### src/pfsq_pkg.sv
`default_nettype none

package pfsq_pkg;

    // ************************************************************
    // Widths
    // ************************************************************
    localparam int PFSQ_PC_W   = 21;
    localparam int PFSQ_IW_W   = 16;
    localparam int PFSQ_BYTE_W = 8;
    localparam int PFSQ_UP_W   = 5;

    // ************************************************************
    // Reset values and steps
    // ************************************************************
    localparam logic [20:0] PFSQ_PC_RST     = 21'h000000;
    localparam logic [20:0] PFSQ_PC_STEP    = 21'h000002;
    localparam logic [7:0]  PFSQ_LATH_RST   = 8'h00;
    localparam logic [4:0]  PFSQ_LATU_RST   = 5'h00;
    localparam logic [15:0] PFSQ_IR_RST     = 16'h0000;
    localparam logic [7:0]  PFSQ_BYTE_RST   = 8'h00;
    localparam int          PFSQ_PCL_LSB    = 0;
    localparam logic        PFSQ_PCL_LSB_V  = 1'b0;

    // ************************************************************
    // Phase generator, one-hot
    // ************************************************************
    typedef enum logic [3:0] {
        PFSQ_PH_ONE   = 4'h1,
        PFSQ_PH_TWO   = 4'h2,
        PFSQ_PH_THREE = 4'h4,
        PFSQ_PH_FOUR  = 4'h8
    } pfsq_phase_e;

    // ************************************************************
    // Carriers
    // ************************************************************
    // Saved context: status, working and bank select
    typedef struct packed {
        logic [7:0] status;
        logic [7:0] working_register;
        logic [7:0] bank_select_register;
    } pfsq_ctx_s;

    // Core requests, sampled in phase_four
    typedef struct packed {
        logic        int_vector;
        logic        fast_call;
        logic        fast_return;
        logic        pc_load;
        logic [20:0] pc_target;
        logic        pcl_wr;
        logic [7:0]  pcl_wr_data;
        logic        pcl_rd;
        logic        lath_wr;
        logic [7:0]  lath_wr_data;
        logic        latu_wr;
        logic [4:0]  latu_wr_data;
    } pfsq_ctl_s;

    localparam pfsq_ctx_s PFSQ_CTX_RST = '0;

endpackage

`default_nettype wire

### src/pc_fast_stack_qclock.sv
`timescale 1ns/100ps
`default_nettype none

// Summary of operation
// - Shadow stack one deep for three registers
// - Interrupt entry copies context into hidden shadow
// - Fast return reloads context from shadow
// - Both interrupt priorities save alike
// - Nested high entry overwrites earlier shadow
// - Fast call saves context for fast return
// - Counter 21 bits; low byte read/write
// - Middle byte only via high holding latch
// - Upper byte only via upper holding latch
// - Counter bit zero always held at zero
// - Sequential fetch advances counter by two
// - Calls, jumps, branches load counter directly
// - Low byte write pulls both latches in
// - Low byte read copies upper bytes out
// - Oscillator divided by four into phases
// - Increment in phase one, latch word phase four
// - Execute latched word during next cycle
module pc_fast_stack_qclock
    import pfsq_pkg::*;
#(
    parameter int PC_W = PFSQ_PC_W,
    parameter int IW_W = PFSQ_IW_W
)
(
    input  wire logic             clk,
    input  wire logic             arst_n,
    input  wire pfsq_ctl_s        ctl,
    input  wire pfsq_ctx_s        ctx_cur,
    input  wire logic [IW_W-1:0]  prog_data,
    output var  logic [PC_W-1:0]  prog_addr,
    output var  logic [IW_W-1:0]  exec_word,
    output var  logic             exec_start,
    output var  logic [7:0]       pc_low_byte,
    output var  logic [7:0]       pcl_rd_data,
    output var  logic [7:0]       pc_high_holding_latch,
    output var  logic [4:0]       pc_upper_holding_latch,
    output var  logic             phase_one,
    output var  logic             phase_two,
    output var  logic             phase_three,
    output var  logic             phase_four,
    output var  logic             ctx_restore_valid,
    output var  pfsq_ctx_s        ctx_restored
);

    // ************************************************************
    // Phase generator
    // ************************************************************
    // Every state change below is keyed to one phase edge, so a
    // request held longer than a cycle still acts only once per
    // instruction cycle.
    logic ph1;
    logic ph2;
    logic ph3;
    logic ph4;

    pfsq_phase_gen u_phase
    (
        .clk         (clk),
        .arst_n      (arst_n),
        .phase_one   (ph1),
        .phase_two   (ph2),
        .phase_three (ph3),
        .phase_four  (ph4)
    );

    assign phase_one   = ph1;
    assign phase_two   = ph2;
    assign phase_three = ph3;
    assign phase_four  = ph4;

    // ************************************************************
    // Request qualification
    // ************************************************************
    // Core requests act only on the phase_four edge, which closes
    // the execute cycle; elsewhere they are ignored.
    // Requests are levels; the core need not pulse them.
    logic take_int;
    logic take_fcall;
    logic take_fret;
    logic take_load;
    logic take_pcl_wr;
    logic take_pcl_rd;
    logic take_lath_wr;
    logic take_latu_wr;
    logic shadow_save;

    assign take_int     = ph4 & ctl.int_vector;
    assign take_fcall   = ph4 & ctl.fast_call;
    assign take_fret    = ph4 & ctl.fast_return;
    assign take_load    = ph4 & ctl.pc_load;
    assign take_pcl_wr  = ph4 & ctl.pcl_wr;
    assign take_pcl_rd  = ph4 & ctl.pcl_rd;
    assign take_lath_wr = ph4 & ctl.lath_wr;
    assign take_latu_wr = ph4 & ctl.latu_wr;

    // Save sources kept apart so each can be traced on its own;
    // priority of the interrupt is not looked at.
    logic save_on_int;
    logic save_on_call;

    assign save_on_int  = take_int;
    assign save_on_call = take_fcall;
    assign shadow_save  = save_on_int | save_on_call;

    // ************************************************************
    // Shadow stack
    // ************************************************************
    // A fast return in the same edge as a save reads the old copy;
    // the save still lands.
    // Restore only reads the copy, so it never disturbs a save.
    pfsq_shadow u_shadow
    (
        .clk           (clk),
        .arst_n        (arst_n),
        .save          (shadow_save),
        .restore       (take_fret),
        .ctx_in        (ctx_cur),
        .restore_valid (ctx_restore_valid),
        .ctx_out       (ctx_restored)
    );

    // ************************************************************
    // Program counter
    // ************************************************************
    logic [PC_W-1:0] pc_r;
    logic [PC_W-1:0] pc_nxt;
    logic [PC_W-1:0] pc_inc;
    logic [PC_W-1:0] pc_target_al;
    logic [PC_W-1:0] pc_from_pcl;
    logic            pc_any_wr;

    // The step wraps silently at the top of the address space.
    // Sequential step is two bytes per instruction word
    assign pc_inc = pc_r + PC_W'(PFSQ_PC_STEP);

    // Direct load for call, jump, branch, return, vector
    assign pc_target_al = {ctl.pc_target[PC_W-1:1], PFSQ_PCL_LSB_V};

    // Low byte write merges both latches into the upper bytes
    assign pc_from_pcl = {pc_upper_holding_latch,
                          pc_high_holding_latch,
                          ctl.pcl_wr_data[7:1],
                          PFSQ_PCL_LSB_V};

    assign pc_any_wr = take_int | take_load | take_pcl_wr;

    // ************************************************************
    // Next counter selection
    // ************************************************************
    // One select per source, highest first, so two writes in one
    // edge can never blend into a mixed address.
    logic sel_direct;
    logic sel_pcl;
    logic sel_step;

    assign sel_direct = take_int | take_load;
    assign sel_pcl    = take_pcl_wr & ~sel_direct;
    assign sel_step   = ph1 & ~sel_direct & ~sel_pcl;

    // Direct load outranks a low byte write in the same edge
    always_comb
    begin
        pc_nxt = pc_r;
        if (sel_direct)
            pc_nxt = pc_target_al;
        else if (sel_pcl)
            pc_nxt = pc_from_pcl;
        else if (sel_step)
            pc_nxt = pc_inc;
    end

    always_ff @(posedge clk or negedge arst_n)
    begin
        if (!arst_n)
            pc_r <= PFSQ_PC_RST;
        else
            pc_r <= pc_nxt;
    end

    // ************************************************************
    // Fetch address
    // ************************************************************
    logic fetch_cap;

    // Counter writes never fall on phase_one now; the guard keeps a
    // write from ever presenting a half-updated fetch address.
    assign fetch_cap = ph1 & ~pc_any_wr;

    // Captured at phase_one before the step, so the word fetched
    // this cycle is the one the counter pointed at.
    always_ff @(posedge clk or negedge arst_n)
    begin
        if (!arst_n)
            prog_addr <= PFSQ_PC_RST;
        else if (fetch_cap)
            prog_addr <= pc_r;
    end

    // Low byte mirror, readable at all times
    always_ff @(posedge clk or negedge arst_n)
    begin
        if (!arst_n)
            pc_low_byte <= PFSQ_BYTE_RST;
        else
            pc_low_byte <= pc_nxt[7:0];
    end

    // ************************************************************
    // Holding latches
    // ************************************************************
    // A low byte read snapshots the upper bytes; it wins over a
    // direct latch write in the same edge so the pair stays coherent.
    logic [7:0] lath_nxt;
    logic [4:0] latu_nxt;
    logic [7:0] pc_mid;
    logic [4:0] pc_up;
    logic       lat_snap;
    logic       lath_load;
    logic       latu_load;

    // Upper bytes of the counter, never exposed except via a read
    assign pc_mid = pc_r[15:8];
    assign pc_up  = pc_r[20:16];

    // A snapshot blocks both direct latch writes
    assign lat_snap  = take_pcl_rd;
    assign lath_load = take_lath_wr & ~take_pcl_rd;
    assign latu_load = take_latu_wr & ~take_pcl_rd;

    always_comb
    begin
        lath_nxt = pc_high_holding_latch;
        latu_nxt = pc_upper_holding_latch;
        if (lat_snap)
        begin
            lath_nxt = pc_mid;
            latu_nxt = pc_up;
        end
        if (lath_load)
            lath_nxt = ctl.lath_wr_data;
        if (latu_load)
            latu_nxt = ctl.latu_wr_data;
    end

    always_ff @(posedge clk or negedge arst_n)
    begin
        if (!arst_n)
        begin
            pc_high_holding_latch  <= PFSQ_LATH_RST;
            pc_upper_holding_latch <= PFSQ_LATU_RST;
        end
        else
        begin
            pc_high_holding_latch  <= lath_nxt;
            pc_upper_holding_latch <= latu_nxt;
        end
    end

    // Read data for the low byte, held until the next read
    // Held so a slow core may pick it up any time later.
    always_ff @(posedge clk or negedge arst_n)
    begin
        if (!arst_n)
            pcl_rd_data <= PFSQ_BYTE_RST;
        else if (take_pcl_rd)
            pcl_rd_data <= pc_r[7:0];
    end

    // ************************************************************
    // Instruction register and execute stage
    // ************************************************************
    logic [IW_W-1:0] ir_r;

    // Fetched word is caught at the phase_four edge
    always_ff @(posedge clk or negedge arst_n)
    begin
        if (!arst_n)
            ir_r <= PFSQ_IR_RST;
        else if (ph4)
            ir_r <= prog_data;
    end

    // Word moves to execute at phase_one and stays four phases,
    // overlapping the next fetch. A flow change does not flush it:
    // the core squashes the stale word itself.
    assign exec_word = ir_r;

    // Start strobe marks the first phase of each execute cycle
    always_ff @(posedge clk or negedge arst_n)
    begin
        if (!arst_n)
            exec_start <= 1'b0;
        else
            exec_start <= ph4;
    end

endmodule

`default_nettype wire

### src/pfsq_phase_gen.sv
`timescale 1ns/100ps
`default_nettype none

module pfsq_phase_gen
    import pfsq_pkg::*;
(
    input  wire logic  clk,
    input  wire logic  arst_n,
    output var  logic  phase_one,
    output var  logic  phase_two,
    output var  logic  phase_three,
    output var  logic  phase_four
);

    // ************************************************************
    // Divide by four
    // ************************************************************
    pfsq_phase_e ph_r;
    pfsq_phase_e ph_nxt;

    // Ring of four, one phase per rising oscillator edge
    always_comb
    begin
        case (ph_r)
            PFSQ_PH_ONE:   ph_nxt = PFSQ_PH_TWO;
            PFSQ_PH_TWO:   ph_nxt = PFSQ_PH_THREE;
            PFSQ_PH_THREE: ph_nxt = PFSQ_PH_FOUR;
            PFSQ_PH_FOUR:  ph_nxt = PFSQ_PH_ONE;
            default:       ph_nxt = PFSQ_PH_ONE; // Recover from bad code
        endcase
    end

    // Starts in phase_one after reset
    always_ff @(posedge clk or negedge arst_n)
    begin
        if (!arst_n)
            ph_r <= PFSQ_PH_ONE;
        else
            ph_r <= ph_nxt;
    end

    // Non-overlapping strobes straight from the state flops
    assign phase_one   = ph_r[0];
    assign phase_two   = ph_r[1];
    assign phase_three = ph_r[2];
    assign phase_four  = ph_r[3];

endmodule

`default_nettype wire

### src/pfsq_shadow.sv
`timescale 1ns/100ps
`default_nettype none

module pfsq_shadow
    import pfsq_pkg::*;
(
    input  wire logic       clk,
    input  wire logic       arst_n,
    input  wire logic       save,
    input  wire logic       restore,
    input  wire pfsq_ctx_s  ctx_in,
    output var  logic       restore_valid,
    output var  pfsq_ctx_s  ctx_out
);

    // ************************************************************
    // One-deep shadow copy
    // ************************************************************
    // No software port: the copy is only reachable via save/restore
    pfsq_ctx_s shadow_r;

    // Any save simply overwrites, nothing older is kept
    always_ff @(posedge clk or negedge arst_n)
    begin
        if (!arst_n)
            shadow_r <= PFSQ_CTX_RST;
        else if (save)
            shadow_r <= ctx_in;
    end

    // Restore answer, registered so the core sees a clean pulse
    always_ff @(posedge clk or negedge arst_n)
    begin
        if (!arst_n)
        begin
            restore_valid <= 1'b0;
            ctx_out       <= PFSQ_CTX_RST;
        end
        else
        begin
            restore_valid <= restore;
            if (restore)
                ctx_out <= shadow_r;
        end
    end

endmodule

`default_nettype wire
### config.mk
export PLATFORM = sky130hd
export DESIGN_NAME = pc_fast_stack_qclock
export DESIGN_NICKNAME = d
export VERILOG_FILES = /design/src/pfsq_pkg.sv /design/src/pc_fast_stack_qclock.sv /design/src/pfsq_phase_gen.sv /design/src/pfsq_shadow.sv
export SDC_FILE = /design/constraint.sdc
export NUM_CORES = 1
export LEC_CHECK = 0
export BUFFER_PORTS_ARGS = -buffer_cell sky130_fd_sc_hd__buf_2
export CAP_MARGIN = 20
export CORE_MARGIN = 5
export CORE_UTILIZATION = 50
export DETAILED_ROUTE_END_ITERATION = 10
export PLACE_DENSITY = 0.79
export SLEW_MARGIN = 20
export SYNTH_ARGS = -nofsm -noshare
export SYNTH_HDL_FRONTEND = slang
export SYNTH_SLANG_ARGS = --single-unit
### constraint.sdc
create_clock -name clk -period 2.2 [get_ports clk]
set_input_delay 0.22 -clock clk [delete_from_list [all_inputs] [get_ports clk]]
set_output_delay 0.22 -clock clk [all_outputs]
set_load 0.05 [all_outputs]
### Word level (Yosys, flattened, before mapping)

Cells that the tools add are included.

* add/subtract/negate cells: 1
* equality and inequality tests: 3
* muxes and demuxes: 8
* bitwise operators: 21
* reductions and logical operators: 3

Operators with widths (number)
* $mux W21: 3
* $add A21 B2 Y21 const B: 1
* $mux W8: 2
* $and A1 B1 Y1: 14
* $pmux W4 S3: 1
* $mux W5: 2
* $eq A4 B1 Y1 const B: 1
* $eq A4 B2 Y1 const B: 1
* $eq A4 B3 Y1 const B: 1
* $not A1 Y1: 4
* $reduce_bool A2 Y1: 2
* $or A1 B1 Y1: 3
* $reduce_bool A3 Y1: 1

* flip-flop bits (word level): 133
* input bits: 92
* output and inout port bits: 96
* logic and storage cells: 52

### Depth between registers and ports, before layout

Gate-level depths: netlist of the first run.

* depth in word-level cells: 9
* depth in mapped cells: 7

### By module

From an unflattened synthesis of the first run, not the netlist that was laid out.

* cell total of the unflattened synthesis: 499
* area total of the unflattened synthesis: 6083.3 um2

By module, submodules not included
* pc_fast_stack_qclock: instances 1, cells an instance 385, area each 3911.3 um2
* pfsq_shadow: instances 1, cells an instance 103, area each 2019.4 um2
* pfsq_phase_gen: instances 1, cells an instance 11, area each 152.6 um2

### Worst setup path before layout of the first run

Ideal clock, no wire load.

* path type: register to register
* start point: register u_phase.ph_r[3]
* end point: register pc_r[18]
* library setup time: 0.095 ns
* arrival: 1.815 ns
* slack: 0.290 ns
* stages on the path, launching flop included: 6
* period minus slack after synthesis: 1.910 ns
* cell sequence: dfrtp_1 buf_6 nor4bb_4 or4b_1 o21a_1 o32ai_2

* longest elaborated chain between the ends: 7
* elaborated cells between the ends (all ways): 12
* those cells by class: 2 x mux; 9 x bitwise; 1 x reduce/logical

Ends and longest elaborated chain
* start: declaration: line pfsq_phase_gen.sv:18 `pfsq_phase_e ph_r;`
* start signal: assignment: line pfsq_phase_gen.sv:39 `ph_r <= ph_nxt;`
* $and A1 B1 Y1, on equally long branches: line pc_fast_stack_qclock.sv:91, pc_fast_stack_qclock.sv:94
* $or A1 B1 Y1: line pc_fast_stack_qclock.sv:160 `assign sel_direct = take_int | take_load;`
* $not A1 Y1: line pc_fast_stack_qclock.sv:161, pc_fast_stack_qclock.sv:162
* $and A1 B1 Y1: line pc_fast_stack_qclock.sv:161 `assign sel_pcl = take_pcl_wr & ~sel_direct;`
* $not A1 Y1: line pc_fast_stack_qclock.sv:162 `assign sel_step = ph1 & ~sel_direct & ~sel_pcl;`
* $and A1 B1 Y1: line pc_fast_stack_qclock.sv:162
* $reduce_bool A3 Y1 (no line)
* end signal: assignment: line pc_fast_stack_qclock.sv:181 `pc_r <= pc_nxt;`
* end: declaration: line pc_fast_stack_qclock.sv:129 `logic [PC_W-1:0] pc_r;`

Several ways; a longest one is shown, not always the timed one.
A chain may end at the register's enable or synchronous reset.

### Final worst setup path of the first run

* start point: register pc_r[1]
* end point: register pc_r[19]

* longest elaborated chain between the ends: 4

Ends and longest elaborated chain
* $add A21 B2 Y21: line pc_fast_stack_qclock.sv:138 `assign pc_inc = pc_r + PC_W'(PFSQ_PC_STEP);`
* $mux W21: line pc_fast_stack_qclock.sv:172 `else if (sel_step)`
* $mux W21: line pc_fast_stack_qclock.sv:170 `else if (sel_pcl)`
* $mux W21: line pc_fast_stack_qclock.sv:168 `if (sel_direct)`

Every way passes these cells. The select of a mux whose other input is x is not followed.

==> run_results.csv, run 1 <==
group,metric,value,unit
logic_synthesis,synth-seq-cells,130,
clock_tree,worstSkewPairLatency,420,ps
logic_synthesis,yosysWarnings,0,
logic_synthesis,yosys.cell_count.top_type,"dfrtp_1",
clock_tree,htree_levels,4,
global_routing,grt_pass1_vias,5005,
setup_path,crit_type,"reg2reg",
power,swShare,0.316,
route,firstDrtPassIters,5,
route,drtIter0Drc,235,
logic_synthesis,synth_top_cell_area_share,0.550,
logic_synthesis,async_flop_share,1.00,
worst_hold_path,hp-class,"in2reg",
global_routing,antenna_found_initial,3,
floorplanning,die_area,14000,um2
power,clock_power_share,0.381,
floorplanning,num_rows,39,
timing,worst_pin_slew,618,ps
setup_path,crit_path_max_fanout,8,
placed_design,portBuffers,182,
route,drc_errors,0,
power,power,6.92,mW
power,internal_power,4.74,mW
placed_design,gp_congestion,0.930,
power,ir_worst_vdd,0.790,mV
clock_tree,cts_tree,"done",
timing,hold_viol_final,0,
floorplanning,io_pins,188,
status,status,"finished clean",
final_layout,fillCellCount,876,
clock_tree,cts_buffer_depth,2,
power,power_frac_comb,0.208,
timing,fin_crit,1970,ps
timing,relSlewSlack,0.585,
setup_path,cp.arrival,2330,ps
logic_synthesis,synthCells,486,
final_layout,fin_nets,758,
clock_tree,cts_root_buf,"clkbuf_16",
setup_path,cp-start-kind,"register",
timing,setup_violations,0,
floorplanning,fp.coreArea,11500,um2
placed_design,placed_cells,788,
logic_synthesis,synth_top_cell_by_area,"dfrtp_1",
final_layout,area_growth,26.9,%
route,avgRoutedWirePerCell,19.5,um
timing,fmax,507,MHz
floorplanning,start_util,0.512,
setup_path,critPathCaptureType,"register",
timing,fin_crit_sh,0.897,
clock_tree,cts.sinks,130,
route,num_vias,4715,
setup_path,cp.required,2550,ps
timing,holdWs,29.9,ps
logic_synthesis,synth_edf_count,0,
route,wl,16.0,mm
route,ant_nets,0,
final_layout,layoutNonFillerInstCount,820,
placed_design,place_ws,254,ps
floorplanning,die_w,118,um
logic_synthesis,synth_cell_type_count,64,
run,cap_violations,0,
logic_synthesis,synthTopCellsByArea,"dfrtp_1 (55%), mux2_2 (16%), o21ai_0 (3.2%)",
logic_synthesis,synth.top_cells.by_count,"dfrtp_1 (129), mux2_2 (86), nand2_1 (39), o21ai_0 (38), a22oi_1 (17)",
power,p_seq_frac,0.411,
timing,fin_worst_skew,6.17,ps
timing,rsz0062_at_grt,"no",
power,net-switching-power,2.18,mW
logic_synthesis,yosysSeqAreaShare,0.554,
logic_synthesis,ys.flop_type,"dfrtp_1",
clock_tree,clk_pin_slew,50,ps
power,powerDensity,929,nW/um2
clock_tree,post-cts-setup-buffers,0,
clock_tree,cts-buffers-inserted,17,
route,viasPerCell,5.75,
final_layout,layout-drive-gt1-share,0.479,
global_routing,grt_max_degree,56,
global_routing,grt_pass1_wl,25.9,mm
logic_synthesis,synthesis.area,5870,um2
floorplanning,die_height,118,um
global_routing,overflow,0,
placed_design,dp_hpwl,11.6,mm
timing,final.setup.tns,0,ps
global_routing,grt_use_total,0.233,
timing,slew_viol_final,0,
power,power_leakage,3.50,nW
logic_synthesis,postSynthAreaPerCell,12.1,um2
timing,setup_ws,227,ps
-- worst max-delay path, stage by stage, from the launching register on --
cell       delay (ps)
dfrtp_1           480
ha_1              220
and3_1            310
nand4_1           260
a2111oi_1         480
a211o_1           160
-- layout by cell type, fill, tap and decap left out, types with 10 or more instances in the layout --
cell	count
buf_2	181
dfrtp_1	129
mux2_2	86
nand2_1	39
o21ai_0	38
a22oi_1	17
clkbuf_16	17
buf_4	16
a21oi_1	15
nor2_1	10
nand3_1	10
-- area by class of cell --
class / count / area (um2) / share of cell area
antenna: 1 / 2.50 / 0.000336
clock buffer: 23 / 458 / 0.0614
clock inverter: 7 / 85.1 / 0.0114
inverter: 8 / 30.0 / 0.00403
multi-input combinational: 307 / 2360 / 0.316
sequential: 130 / 3250 / 0.437
tap: 143 / 179 / 0.0240
timing repair buffer: 201 / 1090 / 0.146
-- power by group through the flow --
stage / registers, mW / logic (mW) / clock network [mW]
2_1_floorplan: 3.45 / 0.434 / 0
3_3_place_gp: 2.86 / 1.42 / 0
3_5_place_dp: 2.88 / 1.45 / 0
4_1_cts: 2.84 / 1.45 / 2.68
5_1_grt: 2.88 / 1.52 / 2.78
6_report: 2.85 / 1.44 / 2.64
-- timing repair --
| item | CTS | global route |
|---|---|---|
| resized for setup | 0 | 1 |
| hold endpoints to repair | 52 | 0 |
| setup endpoints to repair | 0 | 1 |
| hold buffers | 1 | 0 |
-- cell families (layout without fill, tap and decap cells) --
logic type	Yosys count	count (layout)	share of synthesized area
flops	130	130	0.554
compound gates	118	118	0.136
simple gates	93	93	0.0859
mux	89	89	0.170
buf+inv	51	239	0.0467
xor+xnor	3	3	0.00447
fa+ha+maj	1	1	0.00213
other cells	1	4	0.000639
-- path summary, 6_finish.rpt --
kind                       slack (ps)  depth (start not counted)                                end                       from
min in group asynchronous         350                          2          exec_word[14]$_DFFE_PN0P_                     arst_n
max reg2reg                       230                          5               pc_r[19]$_DFFE_PN0P_        pc_r[1]$_DFFE_PN0P_
max                               230                          5               pc_r[19]$_DFFE_PN0P_        pc_r[1]$_DFFE_PN0P_
min                                30                          2  u_shadow.shadow_r[16]$_DFFE_PN0P_                ctx_cur[16]
min reg2reg                       480                          2          prog_addr[16]$_DFFE_PN0P_  prog_addr[16]$_DFFE_PN0P_
max in group asynchronous        1220                          3  u_shadow.shadow_r[14]$_DFFE_PN0P_                     arst_n
-- per-layer routing --
metal  GRT usage  part of all wire  vias up
li1            -                 -     2129
met3       0.100              0.11       45
met1       0.272              0.37     2293
met5           0            0.0019        -
met2       0.377              0.49      244
met4      0.0971             0.027        4
-- state kept, by name (all words and copies together), names as in the netlist --
register,flops
prog_addr,20
pc_high_holding_latch,8
u_phase.ph_r,4
pc_upper_holding_latch,5
pc_r,20
exec_start,1
pcl_rd_data,7
u_shadow.shadow_r,24
u_shadow.ctx_out,24
exec_word,16
u_shadow.restore_valid,1
-- stage by stage --
stage / utilization / instance area, um2
after detailed placement: 0.601 / 6900
final: 0.650 / 7450
after floorplan: - / 5880
after global routing: 0.650 / 7450
after global placement: 0.601 / 6900
after CTS: 0.650 / 7450
(Power assumes the default switching activity.)
==> inputs of run 2 (changes only) <==
==> constraint.sdc (replaced) <==
create_clock -name clk -period 2.1 [get_ports clk]
set_input_delay 0.21 -clock clk [delete_from_list [all_inputs] [get_ports clk]]
set_output_delay 0.21 -clock clk [all_outputs]
set_load 0.05 [all_outputs]
==> run 2 against run 1 <==
  * Cell area is 0.25% higher
  * Cell count is 0.37% higher
  * Combinational power is 5% higher
  * Global-route usage is 0.48 points lower
  * Clock skew is 1.2 ps higher
  * First-iteration DRC count is 29% higher
  * Sequential share of layout area is 0.11 points lower
  * Fmax is 3.0% higher
  * Clock-buffer cell count is 5 lower
  * Critical path type unchanged
==> run_results.csv, run 2 (same netlist as run 1, synthesis figures left out) <==
group,metric,value,unit
clock_tree,cts_root_buf,"clkbuf_16",
setup_path,crit_path_max_fanout,8,
power,ir_worst_vdd,1.04,mV
setup_path,crit_type,"reg2reg",
power,clock_power_share,0.382,
power,net-switching-power,2.40,mW
route,firstDrtPassIters,5,
clock_tree,htree_levels,4,
route,viasPerCell,5.77,
power,power_frac_comb,0.208,
run,cap_violations,0,
global_routing,grt_pass1_vias,4922,
final_layout,fin_nets,760,
timing,relSlewSlack,0.593,
route,wl,15.8,mm
final_layout,final_area,7470,um2
setup_path,cp.required,2460,ps
floorplanning,start_util,0.512,
clock_tree,cts_tree,"done",
timing,slew_viol_final,0,
power,swShare,0.332,
placed_design,gp_congestion,0.895,
global_routing,antenna_found_initial,2,
route,avgRoutedWirePerCell,19.2,um
clock_tree,cts_buffer_depth,2,
worst_hold_path,hp-class,"in2reg",
floorplanning,die_area,14000,um2
placed_design,placed_cells,790,
final_layout,reg_top3,"u_shadow.ctx_out (24), u_shadow.shadow_r (24)",
global_routing,grt_use_total,0.228,
power,power,7.25,mW
floorplanning,die_w,118,um
setup_path,cp.arrival,2270,ps
timing,fmax,522,MHz
timing,final.setup.tns,0,ps
floorplanning,num_rows,39,
status,status,"finished clean",
setup_path,critPathCaptureType,"register",
floorplanning,fp.coreArea,11500,um2
route,num_vias,4749,
final_layout,fillCellCount,864,
route,drtIter0Drc,304,
placed_design,placedInstanceArea,6900,um2
final_layout,antenna_cells,0,
placed_design,dp_hpwl,11.8,mm
route,drc_errors,0,
placed_design,portBuffers,182,
final_layout,layout_common_cells,"buf_2 (181), dfrtp_1 (129), mux2_2 (86)",
final_layout,area_growth,27.2,%
timing,worst_pin_slew,607,ps
floorplanning,die_height,118,um
global_routing,grt_max_degree,52,
power,internal_power,4.85,mW
timing,fin_crit,1910,ps
power,powerDensity,971,nW/um2
power,p_seq_frac,0.410,
final_layout,layoutNonFillerInstCount,823,
floorplanning,io_pins,188,
final_layout,final_core_util,0.652,
setup_path,cp-start-kind,"register",
route,ant_nets,0,
power,power_leakage,3.49,nW
clock_tree,clk_pin_slew,60,ps
final_layout,layout_commonest_cell,"buf_2",
timing,fin_worst_skew,7.33,ps
clock_tree,worstSkewPairLatency,420,ps
timing,rsz0062_at_grt,"no",
timing,setup_violations,0,
timing,fin_crit_sh,0.912,
global_routing,grt_pass1_wl,25.4,mm
global_routing,overflow,0,
clock_tree,cts-buffers-inserted,17,
clock_tree,cts.sinks,130,
final_layout,layout-drive-gt1-share,0.488,
timing,hold_viol_final,0,
==> run 2: path summary, 6_finish.rpt <==
| kind | from | endpoint | slack (ps) | cells after the start |
|---|---|---|---|---|
| max | pc_r[1]$_DFFE_PN0P_ | pc_r[19]$_DFFE_PN0P_ | 190 | 5 |
| max reg2reg | pc_r[1]$_DFFE_PN0P_ | pc_r[19]$_DFFE_PN0P_ | 190 | 5 |
| min reg2reg | pcl_rd_data[3]$_DFFE_PN0P_ | pcl_rd_data[3]$_DFFE_PN0P_ | 480 | 2 |
| min in group asynchronous | arst_n | prog_addr[20]$_DFFE_PN0P_ | 310 | 2 |
| max in group asynchronous | arst_n | exec_word[12]$_DFFE_PN0P_ | 970 | 3 |
| min | ctx_cur[16] | u_shadow.shadow_r[16]$_DFFE_PN0P_ | 20 | 2 |
==> run 2: power by group through the flow <==
stage / clock, mW / combinational [mW] / sequential [mW]
after global placement: 0 / 1.48 / 2.99
after detailed placement: 0 / 1.51 / 3.02
after global routing: 2.93 / 1.59 / 3.02
after floorplan: 0 / 0.455 / 3.62
after CTS: 2.82 / 1.52 / 2.98
final: 2.77 / 1.51 / 2.98
==> run 2: layout make-up <==
class	instances	area, um2	share of cell area
Sequential cell	130	3250	0.436
Multi-Input combinational cell	307	2360	0.315
Timing Repair Buffer	203	1090	0.146
Clock buffer	18	429	0.0574
Tap cell	143	179	0.0239
Clock inverter	14	134	0.0179
Inverter	8	30.0	0.00402
==> run 2: timing repair <==
action,CTS,global route
hold buffers,1,0
resized for setup,0,0
endpoints found under the hold margin,48,0
buffers inserted,0,0
==> run 2: stage by stage <==
step	setup WS, ps	hold WS (ps)
4_1_cts	203	7.60
5_1_grt	74.0	10.6
2_1_floorplan	190	-85.6
3_3_place_gp	250	173
6_report	185	19.4
3_5_place_dp	206	179
==> run 2: worst max-delay path, stage by stage (launching register included) <==
cell	delay, ps
dfrtp_1	470
ha_1	250
and3_1	290
nand4_1	250
a2111oi_0	450
a211o_1	150
==> run 2: routing by layer <==
metal	GRT usage	routed length [um]
met1	0.267	5910
met3	0.0883	1690
met4	0.0850	258
met2	0.381	7960
met5	0	21
==> inputs of run 3 (changes only) <==
==> constraint.sdc (replaced) <==
create_clock -name clk -period 1.95 [get_ports clk]
set_input_delay 0.195 -clock clk [delete_from_list [all_inputs] [get_ports clk]]
set_output_delay 0.195 -clock clk [all_outputs]
set_load 0.05 [all_outputs]
==> run 3 against run 2 <==
  * Clock skew fell by 1.3 ps
  * Register-to-register slack got worse by 60 ps
  * Die area did not move
  * Fmax rose by 4.9%
  * Combinational power rose by 11%
  * Sequential power rose by 7.0%
  * Sequential share of layout area fell by 1.1 points
  * Wire length rose by 2.0%
  * Cell count rose by 2.2%
  * Clock-buffer cell count rose by 5
  * Cell area rose by 2.5%
==> run_results.csv, run 3 (same netlist as run 1, synthesis figures left out) <==
group,metric,value,unit
status,status,"finished clean",
timing,slew_viol_final,0,
placed_design,gp_congestion,0.877,
clock_tree,cts_tree,"done",
timing,final.setup.tns,0,ps
final_layout,layout_common_cells,"buf_2 (181), dfrtp_1 (129), mux2_2 (86)",
clock_tree,cts_buffer_depth,2,
route,firstDrtPassIters,5,
route,viasPerCell,5.73,
power,ir_worst_vdd,0.909,mV
floorplanning,start_util,0.512,
setup_path,crit_type,"reg2reg",
power,power_leakage,3.60,nW
clock_tree,cts.sinks,130,
final_layout,final_area,7660,um2
final_layout,fin_nets,781,
timing,fin_worst_skew,6.06,ps
setup_path,cp.arrival,2160,ps
global_routing,grt_pass1_wl,26.5,mm
clock_tree,cts_root_buf,"clkbuf_16",
floorplanning,fp.coreArea,11500,um2
route,wl,16.2,mm
floorplanning,die_w,118,um
clock_tree,worstSkewPairLatency,410,ps
timing,holdWs,10.7,ps
final_layout,antenna_cells,0,
route,ant_nets,0,
route,num_vias,4819,
floorplanning,num_rows,39,
power,clock_power_share,0.390,
setup_path,crit_path_max_fanout,9,
final_layout,area_growth,30.4,%
power,power_frac_comb,0.210,
worst_hold_path,hp-class,"in2reg",
route,drtIter0Drc,196,
setup_path,reg2reg_depth,4,
clock_tree,clk_pin_slew,50,ps
global_routing,antenna_found_initial,3,
power,p_seq_frac,0.400,
final_layout,reg_top3,"u_shadow.ctx_out (24), u_shadow.shadow_r (24)",
route,avgRoutedWirePerCell,19.2,um
timing,relSlewSlack,0.604,
global_routing,grt_pass1_vias,5132,
placed_design,placedInstanceArea,6970,um2
timing,worst_pin_slew,589,ps
power,swShare,0.309,
power,powerDensity,1040,nW/um2
timing,rsz0062_at_grt,"no",
route,drc_errors,0,
final_layout,layout-drive-gt1-share,0.480,
clock_tree,htree_levels,4,
floorplanning,io_pins,188,
floorplanning,die_area,14000,um2
placed_design,portBuffers,182,
clock_tree,cts-buffers-inserted,17,
final_layout,layout_commonest_cell,"buf_2",
setup_path,critPathCaptureType,"register",
clock_tree,post-cts-setup-buffers,0,
floorplanning,die_height,118,um
timing,fin_crit,1830,ps
worst_hold_path,hold_depth,2,
placed_design,dp_hpwl,11.7,mm
power,net-switching-power,2.47,mW
global_routing,overflow,0,
setup_path,cp.required,2280,ps
power,internal_power,5.51,mW
timing,hold_viol_final,0,
timing,fin_crit_sh,0.936,
global_routing,grt_use_total,0.236,
setup_path,cp-start-kind,"register",
timing,fmax,548,MHz
timing,setup_violations,0,
global_routing,grt_max_degree,61,
run,cap_violations,0,
clock_tree,cts_resized,0,
[run 3: metal layers]
metal | part of all wire | routed length (um) | vias to the layer above | track usage
li1 | - | - | 2185 | -
met1 | 0.38 | 6140 | 2352 | 0.277
met2 | 0.50 | 8080 | 241 | 0.391
met3 | 0.096 | 1560 | 37 | 0.0984
met4 | 0.022 | 349 | 4 | 0.0829
met5 | 0.0020 | 32 | - | 0
[run 3: final timing paths]
path	endpoint	slack (ps)	from
min reg2reg	pcl_rd_data[3]$_DFFE_PN0P_	470	pcl_rd_data[3]$_DFFE_PN0P_
max reg2reg	pc_r[20]$_DFFE_PN0P_	120	pc_r[1]$_DFFE_PN0P_
min in group asynchronous	exec_word[14]$_DFFE_PN0P_	330	arst_n
max	pc_r[20]$_DFFE_PN0P_	120	pc_r[1]$_DFFE_PN0P_
min	u_shadow.shadow_r[20]$_DFFE_PN0P_	10	ctx_cur[20]
max in group asynchronous	u_phase.ph_r[0]$_DFF_PN1_	930	arst_n
[run 3: power groups by stage]
stage	Clock, mW	Combinational (mW)	Sequential, mW
after floorplan	0	0.490	3.90
after global placement	0	1.64	3.21
after detailed placement	0	1.67	3.23
after CTS	3.15	1.69	3.19
after global routing	3.28	1.78	3.23
final	3.11	1.68	3.19
[run 3: layout make-up]
cell class / count / area [um2]
fill: 859 / 3810
inverter: 8 / 30.0
clock buffer: 23 / 458
sequential: 130 / 3250
tap: 143 / 179
clock inverter: 6 / 108
multi-input combinational: 307 / 2360
timing repair buffer: 224 / 1270
[run 3: worst max-delay path: stages, from the launching register on]
cell	delay, ps
dfrtp_1	480
and4_1	440
nand4_4	220
or4_1	440
a31oi_1	170
[run 3: timing repair]
action / CTS / global route
hold endpoints to repair: 68 / 0
endpoints found under the setup margin: 0 / 0
hold buffers: 12 / 0
[run 3: through the flow]
step,cells,utilization,power (mW),setup slack (ps)
floorplan,488,-,4.39,39.9
global placement,800,0.608,4.84,195
detailed placement,800,0.608,4.90,141
CTS,841,0.668,8.03,111
global route,841,0.668,8.29,19.5
finish,841,0.668,7.97,125
